==> config.mk <==
export PLATFORM = sky130hd
export DESIGN_NAME = audio_slot_map_config
export DESIGN_NICKNAME = d
export VERILOG_FILES = /design/src/verilog/audio_slot_map_pkg.sv /design/src/verilog/audio_slot_map_config.sv
export SDC_FILE = /design/constraint.sdc
export NUM_CORES = 1
export LEC_CHECK = 0
export BUFFER_PORTS_ARGS = -buffer_cell sky130_fd_sc_hd__buf_2
export CORE_ASPECT_RATIO = 0.75
export CORE_MARGIN = 2
export CORE_UTILIZATION = 53
export DETAILED_ROUTE_END_ITERATION = 8
export PLACE_DENSITY = 0.79
export SLEW_MARGIN = 40
export SYNTH_ARGS = -nofsm -noshare
export SYNTH_HDL_FRONTEND = slang
export SYNTH_SLANG_ARGS = --single-unit
export TNS_END_PERCENT = 20
==> constraint.sdc <==
create_clock -name i_clk -period 1.75 [get_ports i_clk]
set_clock_uncertainty 0.15 [all_clocks]
set_input_delay 0.175 -clock i_clk [delete_from_list [all_inputs] [get_ports i_clk]]
set_output_delay 0.175 -clock i_clk [all_outputs]
set_load 0.005 [all_outputs]
==> src/verilog/audio_slot_map_pkg.sv <==
// Package for the audio slot map configuration block.
// Assumes an 8-bit register port with byte addresses; no other bus is added.
package audio_slot_map_pkg;

  // Register addresses
  localparam logic [7:0] CHAN2_SLOT_SELECT_ADDR    = 8'h0C;
  localparam logic [7:0] CHAN3_SLOT_SELECT_ADDR    = 8'h0D;
  localparam logic [7:0] CHAN4_SLOT_SELECT_ADDR    = 8'h0E;
  localparam logic [7:0] PORT_MASTER_CONFIG_A_ADDR = 8'h13;

  // Reset values
  localparam logic [5:0] CHAN2_SLOT_RESET = 6'h01;
  localparam logic [5:0] CHAN3_SLOT_RESET = 6'h02;
  localparam logic [5:0] CHAN4_SLOT_RESET = 6'h03;
  localparam logic [7:0] MASTER_CFG_RESET = 8'h02;

  // Field positions of the master configuration register, plus the top bit of the slot registers
  localparam int MS_SEL_BIT    = 7;
  localparam int AUTO_CFG_BIT  = 6;
  localparam int PLL_DIS_BIT   = 5;
  localparam int GATE_BIT      = 4;
  localparam int FAMILY_BIT    = 3;
  localparam int REF_SEL_MSB   = 2;
  localparam int SLOT_MSB      = 5;

  // Slot split point between left and right halves
  localparam logic [5:0] RIGHT_HALF_BASE = 6'h20;

  // Reference clock frequencies in kHz, indexed by select value
  localparam logic [15:0] REF_KHZ_0 = 16'h2EE0;
  localparam logic [15:0] REF_KHZ_1 = 16'h3000;
  localparam logic [15:0] REF_KHZ_2 = 16'h32C8;
  localparam logic [15:0] REF_KHZ_3 = 16'h3E80;
  localparam logic [15:0] REF_KHZ_4 = 16'h4B00;
  localparam logic [15:0] REF_KHZ_5 = 16'h4CE0;
  localparam logic [15:0] REF_KHZ_6 = 16'h5DC0;
  localparam logic [15:0] REF_KHZ_7 = 16'h6000;

  // Decoded placement of one channel
  typedef struct packed {
    logic       right_half;
    logic [4:0] half_slot;
    logic [5:0] tdm_slot;
  } slot_place_s;

  // Decoded master configuration
  typedef struct packed {
    logic       master_slave_select;
    logic       auto_cfg_custom;
    logic       auto_pll_disable;
    logic       port_clock_gate;
    logic       rate_family_select;
    logic [2:0] ref_clock_freq_select;
  } master_cfg_s;

endpackage

==> src/verilog/audio_slot_map_config.sv <==
// Slot assignment registers for capture channels 2 to 4 and the first
// master configuration register, with decoded placement and clock controls.
// Assumes register port and slot timing signals come from logic on i_clk; only the
// generated bit clock and frame sync inputs are synchronised here before use.
`timescale 1ns/1ps
`default_nettype none

module audio_slot_map_config (
  // Clock and reset
  input  wire logic        i_clk,
  input  wire logic        i_nrst,
  input  wire logic        i_ce,
  // Register port
  input  wire logic        i_reg_wr,
  input  wire logic        i_reg_rd,
  input  wire logic [7:0]  i_reg_addr,
  input  wire logic [7:0]  i_reg_wdata,
  output logic      [7:0]  o_reg_rdata,
  // Link side
  input  wire logic        i_tdm_mode,
  input  wire logic [5:0]  i_cur_slot,
  input  wire logic        i_cur_right,
  input  wire logic        i_bclk_gen,
  input  wire logic        i_frame_sync_gen,
  input  wire logic [2:0]  i_chan_enable,
  // Outputs
  output logic             o_bclk,
  output logic             o_bclk_oe,
  output logic             o_frame_sync,
  output logic             o_frame_sync_oe,
  output logic             o_custom_clk_cfg,
  output logic             o_pll_enable,
  output logic             o_rate_family,
  output logic      [15:0] o_ref_clock_khz,
  output logic      [2:0]  o_slot_talk
);

  logic [5:0]                        chan_slot_reg [3];  // Slot numbers, channels 2 to 4
  logic [7:0]                        master_cfg_reg;     // Master configuration
  audio_slot_map_pkg::master_cfg_s   cfg;                // Field view
  audio_slot_map_pkg::slot_place_s   place [3];          // Decoded placements
  logic [1:0]                        gen_meta_reg;       // First sync stage, bit clock then frame sync
  logic [1:0]                        gen_sync_reg;       // Second sync stage, only stage read by logic
  logic [7:0]                        rdata_next;         // Read mux result
  logic [2:0]                        talk_next;          // Slot match result

  assign cfg = master_cfg_reg;

  // Slot registers; reserved bits are never stored
  always_ff @(posedge i_clk or negedge i_nrst) begin
    if (!i_nrst) begin
      chan_slot_reg[0] <= audio_slot_map_pkg::CHAN2_SLOT_RESET;
      chan_slot_reg[1] <= audio_slot_map_pkg::CHAN3_SLOT_RESET;
      chan_slot_reg[2] <= audio_slot_map_pkg::CHAN4_SLOT_RESET;
    end else if (i_ce && i_reg_wr) begin
      // Only bits 5:0 are kept, so a stray write to 7:6 is harmless
      case (i_reg_addr)
        audio_slot_map_pkg::CHAN2_SLOT_SELECT_ADDR: chan_slot_reg[0] <= i_reg_wdata[5:0];
        audio_slot_map_pkg::CHAN3_SLOT_SELECT_ADDR: chan_slot_reg[1] <= i_reg_wdata[5:0];
        audio_slot_map_pkg::CHAN4_SLOT_SELECT_ADDR: chan_slot_reg[2] <= i_reg_wdata[5:0];
        default: begin
        end
      endcase
    end
  end

  // Master configuration register, all eight bits writable
  always_ff @(posedge i_clk or negedge i_nrst) begin
    if (!i_nrst) begin
      master_cfg_reg <= audio_slot_map_pkg::MASTER_CFG_RESET;
    end else if (i_ce && i_reg_wr && i_reg_addr == audio_slot_map_pkg::PORT_MASTER_CONFIG_A_ADDR) begin
      master_cfg_reg <= i_reg_wdata;
    end
  end

  // Read mux; unmapped addresses read zero
  always_comb begin
    rdata_next = 8'h00;
    case (i_reg_addr)
      audio_slot_map_pkg::CHAN2_SLOT_SELECT_ADDR:    rdata_next = {2'b00, chan_slot_reg[0]};
      audio_slot_map_pkg::CHAN3_SLOT_SELECT_ADDR:    rdata_next = {2'b00, chan_slot_reg[1]};
      audio_slot_map_pkg::CHAN4_SLOT_SELECT_ADDR:    rdata_next = {2'b00, chan_slot_reg[2]};
      audio_slot_map_pkg::PORT_MASTER_CONFIG_A_ADDR: rdata_next = master_cfg_reg;
      default:                                       rdata_next = 8'h00;
    endcase
  end

  // Registered read data, updated on a read strobe
  always_ff @(posedge i_clk or negedge i_nrst) begin
    if (!i_nrst) begin
      o_reg_rdata <= 8'h00;
    end else if (i_ce && i_reg_rd) begin
      o_reg_rdata <= rdata_next;
    end
  end

  // Slot decode: top bit picks the half, low five bits the slot in it
  for (genvar g = 0; g < 3; g++) begin : g_place
    assign place[g].tdm_slot   = chan_slot_reg[g];
    assign place[g].right_half = chan_slot_reg[g] >= audio_slot_map_pkg::RIGHT_HALF_BASE;
    assign place[g].half_slot  = chan_slot_reg[g][4:0];
  end

  // Talk enable per channel: true only in the selected slot
  always_comb begin
    talk_next = 3'b000;
    for (int k = 0; k < 3; k++) begin
      if (i_tdm_mode) begin
        talk_next[k] = i_chan_enable[k] && (i_cur_slot == place[k].tdm_slot);
      end else begin
        talk_next[k] = i_chan_enable[k] && (i_cur_right == place[k].right_half)
                       && (i_cur_slot[4:0] == place[k].half_slot);
      end
    end
  end

  // Slot talk strobes registered so outputs come from flops
  always_ff @(posedge i_clk or negedge i_nrst) begin
    if (!i_nrst) begin
      o_slot_talk <= 3'b000;
    end else if (i_ce) begin
      o_slot_talk <= talk_next;
    end
  end

  // Two-stage sync of the generated clock waveforms, which come from another domain
  always_ff @(posedge i_clk or negedge i_nrst) begin
    if (!i_nrst) begin
      gen_meta_reg <= 2'b00;
      gen_sync_reg <= 2'b00;
    end else if (i_ce) begin
      gen_meta_reg <= {i_bclk_gen, i_frame_sync_gen};
      gen_sync_reg <= gen_meta_reg;
    end
  end

  // Clock pin drive: slave leaves pins undriven, master always drives them, low while gated
  always_ff @(posedge i_clk or negedge i_nrst) begin
    if (!i_nrst) begin
      o_bclk          <= 1'b0;
      o_frame_sync    <= 1'b0;
      o_bclk_oe       <= 1'b0;
      o_frame_sync_oe <= 1'b0;
    end else if (i_ce) begin
      o_bclk_oe       <= cfg.master_slave_select;
      o_frame_sync_oe <= cfg.master_slave_select;
      // Gating holds the pins low rather than floating them, so the far
      // side sees a clean idle level
      o_bclk       <= cfg.master_slave_select && !cfg.port_clock_gate && gen_sync_reg[1];
      o_frame_sync <= cfg.master_slave_select && !cfg.port_clock_gate && gen_sync_reg[0];
    end
  end

  // Clock configuration outputs
  always_ff @(posedge i_clk or negedge i_nrst) begin
    if (!i_nrst) begin
      o_custom_clk_cfg <= 1'b0;
      o_pll_enable     <= 1'b1;
      o_rate_family    <= 1'b0;
      o_ref_clock_khz  <= audio_slot_map_pkg::REF_KHZ_2;
    end else if (i_ce) begin
      o_custom_clk_cfg <= cfg.auto_cfg_custom;
      // PLL disable only has meaning while the settings are derived
      o_pll_enable     <= cfg.auto_cfg_custom || !cfg.auto_pll_disable;
      o_rate_family    <= cfg.rate_family_select;
      case (cfg.ref_clock_freq_select)
        3'h0:    o_ref_clock_khz <= audio_slot_map_pkg::REF_KHZ_0;
        3'h1:    o_ref_clock_khz <= audio_slot_map_pkg::REF_KHZ_1;
        3'h2:    o_ref_clock_khz <= audio_slot_map_pkg::REF_KHZ_2;
        3'h3:    o_ref_clock_khz <= audio_slot_map_pkg::REF_KHZ_3;
        3'h4:    o_ref_clock_khz <= audio_slot_map_pkg::REF_KHZ_4;
        3'h5:    o_ref_clock_khz <= audio_slot_map_pkg::REF_KHZ_5;
        3'h6:    o_ref_clock_khz <= audio_slot_map_pkg::REF_KHZ_6;
        default: o_ref_clock_khz <= audio_slot_map_pkg::REF_KHZ_7;
      endcase
    end
  end

  // Checks
  a_rd_reserved_zero: assert property (@(posedge i_clk) disable iff (!i_nrst)
    (i_ce && i_reg_rd && i_reg_addr == audio_slot_map_pkg::CHAN3_SLOT_SELECT_ADDR)
    |=> o_reg_rdata[7:6] == 2'b00)
    else $error("reserved slot bits read nonzero");
  a_ch2_write_back: assert property (@(posedge i_clk) disable iff (!i_nrst)
    (i_ce && i_reg_wr && i_reg_addr == audio_slot_map_pkg::CHAN2_SLOT_SELECT_ADDR)
    |=> chan_slot_reg[0] == $past(i_reg_wdata[5:0]))
    else $error("channel 2 slot not stored");
  a_ch3_write_back: assert property (@(posedge i_clk) disable iff (!i_nrst)
    (i_ce && i_reg_wr && i_reg_addr == audio_slot_map_pkg::CHAN3_SLOT_SELECT_ADDR)
    |=> chan_slot_reg[1] == $past(i_reg_wdata[5:0]))
    else $error("channel 3 slot not stored");
  a_ch4_write_back: assert property (@(posedge i_clk) disable iff (!i_nrst)
    (i_ce && i_reg_wr && i_reg_addr == audio_slot_map_pkg::CHAN4_SLOT_SELECT_ADDR)
    |=> chan_slot_reg[2] == $past(i_reg_wdata[5:0]))
    else $error("channel 4 slot not stored");
  a_cfg_write_back: assert property (@(posedge i_clk) disable iff (!i_nrst)
    (i_ce && i_reg_wr && i_reg_addr == audio_slot_map_pkg::PORT_MASTER_CONFIG_A_ADDR)
    ##1 (i_ce && i_reg_rd && i_reg_addr == audio_slot_map_pkg::PORT_MASTER_CONFIG_A_ADDR && !i_reg_wr)
    |=> o_reg_rdata == $past(i_reg_wdata, 2))
    else $error("master config readback wrong");
  a_slave_no_drive: assert property (@(posedge i_clk) disable iff (!i_nrst)
    (i_ce && !cfg.master_slave_select) |=> !o_bclk_oe && !o_frame_sync_oe && !o_bclk)
    else $error("slave mode drives clock pins");
  a_gate_holds_low: assert property (@(posedge i_clk) disable iff (!i_nrst)
    (i_ce && cfg.port_clock_gate) |=> !o_bclk && !o_frame_sync)
    else $error("gated clocks still toggle");
  a_custom_follows: assert property (@(posedge i_clk) disable iff (!i_nrst)
    i_ce |=> o_custom_clk_cfg == $past(master_cfg_reg[audio_slot_map_pkg::AUTO_CFG_BIT]))
    else $error("custom clock flag wrong");
  a_ref_top_value: assert property (@(posedge i_clk) disable iff (!i_nrst)
    (i_ce && cfg.ref_clock_freq_select == 3'h7) |=> o_ref_clock_khz == 16'h6000)
    else $error("reference select 7 wrong");
  a_half_talk: assert property (@(posedge i_clk) disable iff (!i_nrst)
    (i_ce && !i_tdm_mode && i_chan_enable[0] && i_cur_right && chan_slot_reg[0] == (i_cur_slot[4:0] + 6'h20))
    |=> o_slot_talk[0])
    else $error("right half slot not matched");
  a_disabled_silent: assert property (@(posedge i_clk) disable iff (!i_nrst)
    (i_ce && !i_chan_enable[1]) |=> !o_slot_talk[1])
    else $error("disabled channel talks");

endmodule

`default_nettype wire

Yosys cells after proc, flatten, opt, wreduce, memory -nomap -nowiden
Cells that the tools add are included.
{"block": "classes", "order_cmp": 3, "n_eq_ne": 19, "mux": 5, "reduce_logical": 22}
{"cell": "15-bit case mux with 7 select lines", "count": 1}
{"cell": "8-bit case mux with 4 select lines", "count": 1}
{"cell": "8-bit by 4-bit equality test with 1-bit output, second input constant", "count": 3}
{"cell": "6-bit equality test", "count": 3}
{"cell": "6-bit >= comparator, second input constant", "count": 3}
{"cell": "5-bit equality test", "count": 3}
{"cell": "1-bit logical AND", "count": 15}
{"cell": "3-bit equality test, second input constant", "count": 3}
{"cell": "8-bit by 5-bit equality test with 1-bit output, second input constant", "count": 1}
{"cell": "3-bit by 2-bit equality test with 1-bit output, second input constant", "count": 2}
{"cell": "2-bit AND reduction", "count": 3}
{"cell": "1-bit equality test", "count": 3}
{"cell": "3-bit by 1-bit equality test with 1-bit output, second input constant", "count": 1}
{"cell": "3-bit zero test", "count": 1}
{"cell": "1-bit 2-to-1 mux", "count": 3}
{"cell": "1-bit zero test", "count": 2}
{"cell": "1-bit logical OR", "count": 1}
{"block": "word_totals", "register_bits": 63, "output_inout_bits": 34, "word_cells": 64}

Logic depth before layout (Yosys ltp)
{"block": "depth", "ltp_word": 5, "mapped_depth": 6, "depth_no_buf": 4}

Worst setup path before layout
No wires, ideal clock.
{"block": "synth_timing", "path_type": "input to register", "startpoint": "in i_reg_addr[1]", "endpoint": "reg master_cfg_reg[0] (netlist: cfg[0])", "setup_time_ns": 0.125, "arrival_ns": 1.456, "setup_slack_ns": 0.019, "stages": 6, "n_path_buf": 2, "cell_sequence": "buf_4 -> nand4b_2 -> nor3b_2 -> and2b_1 -> buf_6 -> mux2_2"}
{"block": "synth_between", "elab_chain_len": 2}
{"item": "start: declaration", "line_no": "audio_slot_map_config.sv:16", "source": "input wire logic [7:0] i_reg_addr,"}
{"item": "8-bit by 5-bit equality test with 1-bit output", "line_no": "audio_slot_map_config.sv:71", "source": "end else if (i_ce && i_reg_wr && i_reg_addr == audio_slot_map_pkg::PORT_MASTER_CONFIG_A_ADDR) begin"}
{"item": "1-bit logical AND", "line_no": "audio_slot_map_config.sv:71"}
{"item": "end signal: assignment", "line_no": "audio_slot_map_config.sv:70", "source": "master_cfg_reg <= audio_slot_map_pkg::MASTER_CFG_RESET;"}
{"item": "end signal: assignment", "line_no": "audio_slot_map_config.sv:72", "source": "master_cfg_reg <= i_reg_wdata;"}
{"item": "end: declaration", "line_no": "audio_slot_map_config.sv:39", "source": "logic [7:0] master_cfg_reg;"}
Every way passes these cells.
A chain may end at the register's enable or synchronous reset.

Worst setup path in the final report
{"block": "layout_timing", "startpoint": "in i_reg_addr[5]", "endpoint": "reg master_cfg_reg[6] (netlist: cfg[6])"}
The elaborated chain is that of the path after synthesis.

==> insert_results.sql <==
INSERT INTO impl_metrics (metric_group, metric, value, unit) VALUES
('clock_tree', 'post_cts.repair.setup_buffers', '0', ''),
('synthesis', 'synth.avg_cell_area', '11.8', 'sq um'),
('clock_tree', 'cts_buffer_depth', '2', ''),
('setup_path', 'worst_setup_path_start_kind', 'input port', ''),
('synthesis', 'netlist_instances', '242', ''),
('place', 'numPortBuffers', '62', ''),
('setup_path', 'r2r-start', 'chan_slot_reg[12]', ''),
('routing', 'post-route-drc-count', '0', ''),
('floorplanning', 'chipWidth', '88.7', 'um'),
('floorplanning', 'core-area', '5270', 'sq um'),
('power', 'power_consumption', '3.31', 'mW'),
('clock_tree', 'cts_tree', 'yes', ''),
('global_route', 'grt_first_pass_wirelength', '9.81', 'mm'),
('cells_and_area', 'post-route-util', '69.5', '%'),
('synthesis', 'yosys_warnings', '0', ''),
('setup_path', 'reg2regPathDepth', '4', ''),
('cells_and_area', 'final_net_count', '360', ''),
('setup_path', 'critPathArrivalTime', '1.53', 'ns'),
('synthesis', 'synth_seq_area_share', '51.4', '%'),
('floorplanning', 'design.portCount', '68', ''),
('job', 'number_of_maximum_capacitance_violations', '0', ''),
('sta', 'report.final.slew_viol_count', '0', ''),
('global_route', 'grt_antenna_before_repair', '0', ''),
('global_route', 'grt.total_usage', '22.3', '%'),
('cells_and_area', 'ant_diodes', '0', ''),
('cells_and_area', 'largest_reg_flops', '18', ''),
('place', 'gpl.final_weighted_congestion', '0.849', ''),
('cells_and_area', 'most_common_library_cell_in_the_layout_ignoring_fill_and_taps', 'sky130_fd_sc_hd__buf_2', ''),
('floorplanning', 'start_util', '54.2', '%'),
('sta', 'final.min_clock_period', '1.46', 'ns'),
('global_route', 'maximum_number_of_pins_on_one_net_before_global_route_repair', '59', ''),
('setup_path', 'cp_top_family', 'simple AND/OR/NAND/NOR gates', ''),
('hold_path', 'worst_hold_startpoint', 'i_reg_addr[6]', ''),
('global_route', 'global_route_total_overflow', '0', ''),
('floorplanning', 'num_rows', '23', ''),
('power', 'total_leakage_power', '1.77', 'nW'),
('synthesis', 'synth_seq_cells', '58', ''),
('cells_and_area', 'commonest_cells_after_routing_fill_and_taps_aside', 'sky130_fd_sc_hd__buf_2 (62), sky130_fd_sc_hd__dfrtp_1 (46), sky130_fd_sc_hd__mux2_2 (37), sky130_fd_sc_hd__nor2_1 (16), sky130_fd_sc_hd__dlygate4sd3_1 (14)', ''),
('global_route', 'via_count_of_the_first_global_routing_pass', '2017', ''),
('power', 'ir_worst_vdd', '743', 'uV'),
('clock_tree', 'worst_setup_hold_path_clk_slew', '0.07', 'ns'),
('hold_path', 'cells_on_worst_hold_path', '4', ''),
('hold_path', 'hold_critical_path_endpoint', 'o_reg_rdata[1]', ''),
('sta', 'report.final.hold_viol_count', '0', ''),
('setup_path', 'path_cells', 'buf_2, nor3_1, nor3b_2, and2b_1, mux2_2', ''),
('floorplanning', 'dieHeight', '67.6', 'um'),
('cells_and_area', 'layout-area-overhead-vs-synth', '28.2', '%'),
('floorplanning', 'fp.dieArea', '5990', 'sq um'),
('hold_path', 'timing.hold.worst.class', 'input port to register', ''),
('power', 'power-per-cell-area', '905', 'nW/um^2'),
('routing', 'routed_wire_length_per_instance', '14.8', 'um'),
('setup_path', 'worstPathRequired', '1.82', 'ns'),
('sta', 'setup_viol', '0', ''),
('routing', 'avgViaCountPerCell', '5.11', ''),
('sta', 'max_freq', '0.687', 'GHz'),
('setup_path', 'critical_path_class', 'input port to register', ''),
('clock_tree', 'clkSinkCount', '58', ''),
('clock_tree', 'insertion_delay', '0.34', 'ns'),
('clock_tree', 'htreeDepth', '3', ''),
('cells_and_area', 'final-instance-count-excl-fill', '406', ''),
('setup_path', 'endpoint_type_of_the_worst_setup_path', 'register', ''),
('place', 'dp.cells', '376', ''),
('clock_tree', 'clock_tree.root_cell', 'sky130_fd_sc_hd__clkbuf_8', ''),
('outcome', 'run_status', 'finished, final reports clean', ''),
('cells_and_area', 'layout-drive-gt1-share', '43.8', '%'),
('setup_path', 'rrSetupSlack', '0.30', 'ns'),
('routing', 'number_of_drc_markers_after_the_initial_detailed_route_iteration', '88', ''),
('setup_path', 'crit_path_max_fanout', '8', ''),
('clock_tree', 'ctsResizeCount', '0', ''),
('clock_tree', 'tritoncts.num_buffers', '9', ''),
('setup_path', 'critPathSlowestCell', 'sky130_fd_sc_hd__mux2_2', '');
==> power breakdown <==
part           internal, mW  switching [mW]
logic                 0.163           0.162
registers              1.41          0.0395
clock network          1.02           0.520
==> kinds of logic after synthesis <==
kind of cell	share of synthesized area [%]
flops	51.4
buf+inv	5.13
xor+xnor	6.14
compound gates	7.01
other cells	0.131
mux	18.2
simple gates	12.1
==> worst min-delay path: cells and delay by family <==
family | cells | cell delay (ns)
and+or+nand+nor | 1 | 0.06
AOI/OAI and AO/OA | 2 | 0.14
buffers and inverters | 1 | 0.11
==> timing repair <==
action / 4_1_cts / 5_1_grt
setup endpoints to repair: 0 / 0
hold buffers: 14 / 0
endpoints found under the hold margin: 89 / 0
==> worst max-delay path by stage <==
stage / from / end / slack (ns) / depth (start not counted)
after global placement: i_reg_addr[4] / chan_slot_reg[5] / -0.03 / 5
after floorplan: i_reg_addr[1] / cfg[0] / 0.02 / 6
after global routing: cfg[2] / o_ref_clock_khz[11] / 0.22 / 4
after detailed placement: i_reg_addr[5] / cfg[6] / -0.06 / 5
final: i_reg_addr[5] / cfg[6] / 0.29 / 5
after CTS: chan_slot_reg[12] / o_slot_talk[0] / 0.26 / 4
==> cell usage after synthesis <==
| cell type | instances | share of area [%] |
|---|---|---|
| sky130_fd_sc_hd__a21oi_1 | 7 | 1.2 |
| sky130_fd_sc_hd__a221oi_1 | 4 | 1.2 |
| sky130_fd_sc_hd__a31oi_1 | 3 | 0.66 |
| sky130_fd_sc_hd__and2_1 | 3 | 0.66 |
| sky130_fd_sc_hd__and2b_1 | 1 | 0.26 |
| sky130_fd_sc_hd__and4_1 | 2 | 0.61 |
| sky130_fd_sc_hd__buf_2 | 3 | 0.53 |
| sky130_fd_sc_hd__buf_4 | 7 | 1.8 |
| sky130_fd_sc_hd__buf_6 | 1 | 0.39 |
| sky130_fd_sc_hd__clkbuf_1 | 8 | 1.1 |
| sky130_fd_sc_hd__conb_1 | 1 | 0.13 |
| sky130_fd_sc_hd__dfrtp_1 | 46 | 40 |
| sky130_fd_sc_hd__dfstp_2 | 12 | 11 |
| sky130_fd_sc_hd__inv_1 | 10 | 1.3 |
| sky130_fd_sc_hd__mux2_1 | 1 | 0.39 |
| sky130_fd_sc_hd__mux2_2 | 37 | 15 |
| sky130_fd_sc_hd__mux2i_1 | 9 | 3.2 |
| sky130_fd_sc_hd__nand2_1 | 12 | 1.6 |
| sky130_fd_sc_hd__nand2b_1 | 1 | 0.22 |
| sky130_fd_sc_hd__nand3_1 | 3 | 0.53 |
| sky130_fd_sc_hd__nand3b_1 | 1 | 0.26 |
| sky130_fd_sc_hd__nand3b_4 | 1 | 0.70 |
| sky130_fd_sc_hd__nand4_1 | 3 | 0.66 |
| sky130_fd_sc_hd__nand4b_2 | 1 | 0.53 |
| sky130_fd_sc_hd__nor2_1 | 16 | 2.1 |
| sky130_fd_sc_hd__nor2b_1 | 4 | 0.88 |
| sky130_fd_sc_hd__nor3_1 | 1 | 0.18 |
| sky130_fd_sc_hd__nor3b_2 | 1 | 0.44 |
| sky130_fd_sc_hd__nor4_1 | 3 | 0.66 |
| sky130_fd_sc_hd__nor4_4 | 1 | 0.75 |
| sky130_fd_sc_hd__nor4b_4 | 1 | 0.83 |
| sky130_fd_sc_hd__o211ai_1 | 2 | 0.53 |
| sky130_fd_sc_hd__o21ai_0 | 6 | 1.1 |
| sky130_fd_sc_hd__o22ai_1 | 5 | 1.1 |
| sky130_fd_sc_hd__o2bb2ai_1 | 4 | 1.2 |
| sky130_fd_sc_hd__or2_2 | 1 | 0.22 |
| sky130_fd_sc_hd__xnor2_1 | 7 | 2.1 |
| sky130_fd_sc_hd__xor2_1 | 13 | 4.0 |
==> stage by stage <==
step                      worst slack [ns]  setup TNS (ns)  hold slack, ns  area [sq um]
final                                0.295               0          0.0364          3660
after global routing                 0.215               0          0.0389          3660
after CTS                            0.263               0          0.0218          3660
after detailed placement           -0.0578          -0.435          0.0500          3270
after global placement             -0.0264          -0.237          0.0499          3270
after floorplan                     0.0191               0          -0.271          2870
==> layout make-up <==
class	instances	area, sq um
Fill cell	397	1610
Sequential cell	58	1470
Multi-Input combinational cell	159	1260
Timing Repair Buffer	88	553
Clock buffer	11	151
Clock inverter	5	100
Tap cell	75	93.8
Inverter	10	37.5
==> metal layers <==
| metal | wire, um | track usage (%) |
|---|---|---|
| met1 | 2880 | 30.6 |
| met2 | 2700 | 33.4 |
| met3 | 388 | 8.56 |
| met4 | 53 | 5.68 |
| met5 | 0 | 0 |
(Power assumes the default switching activity.)
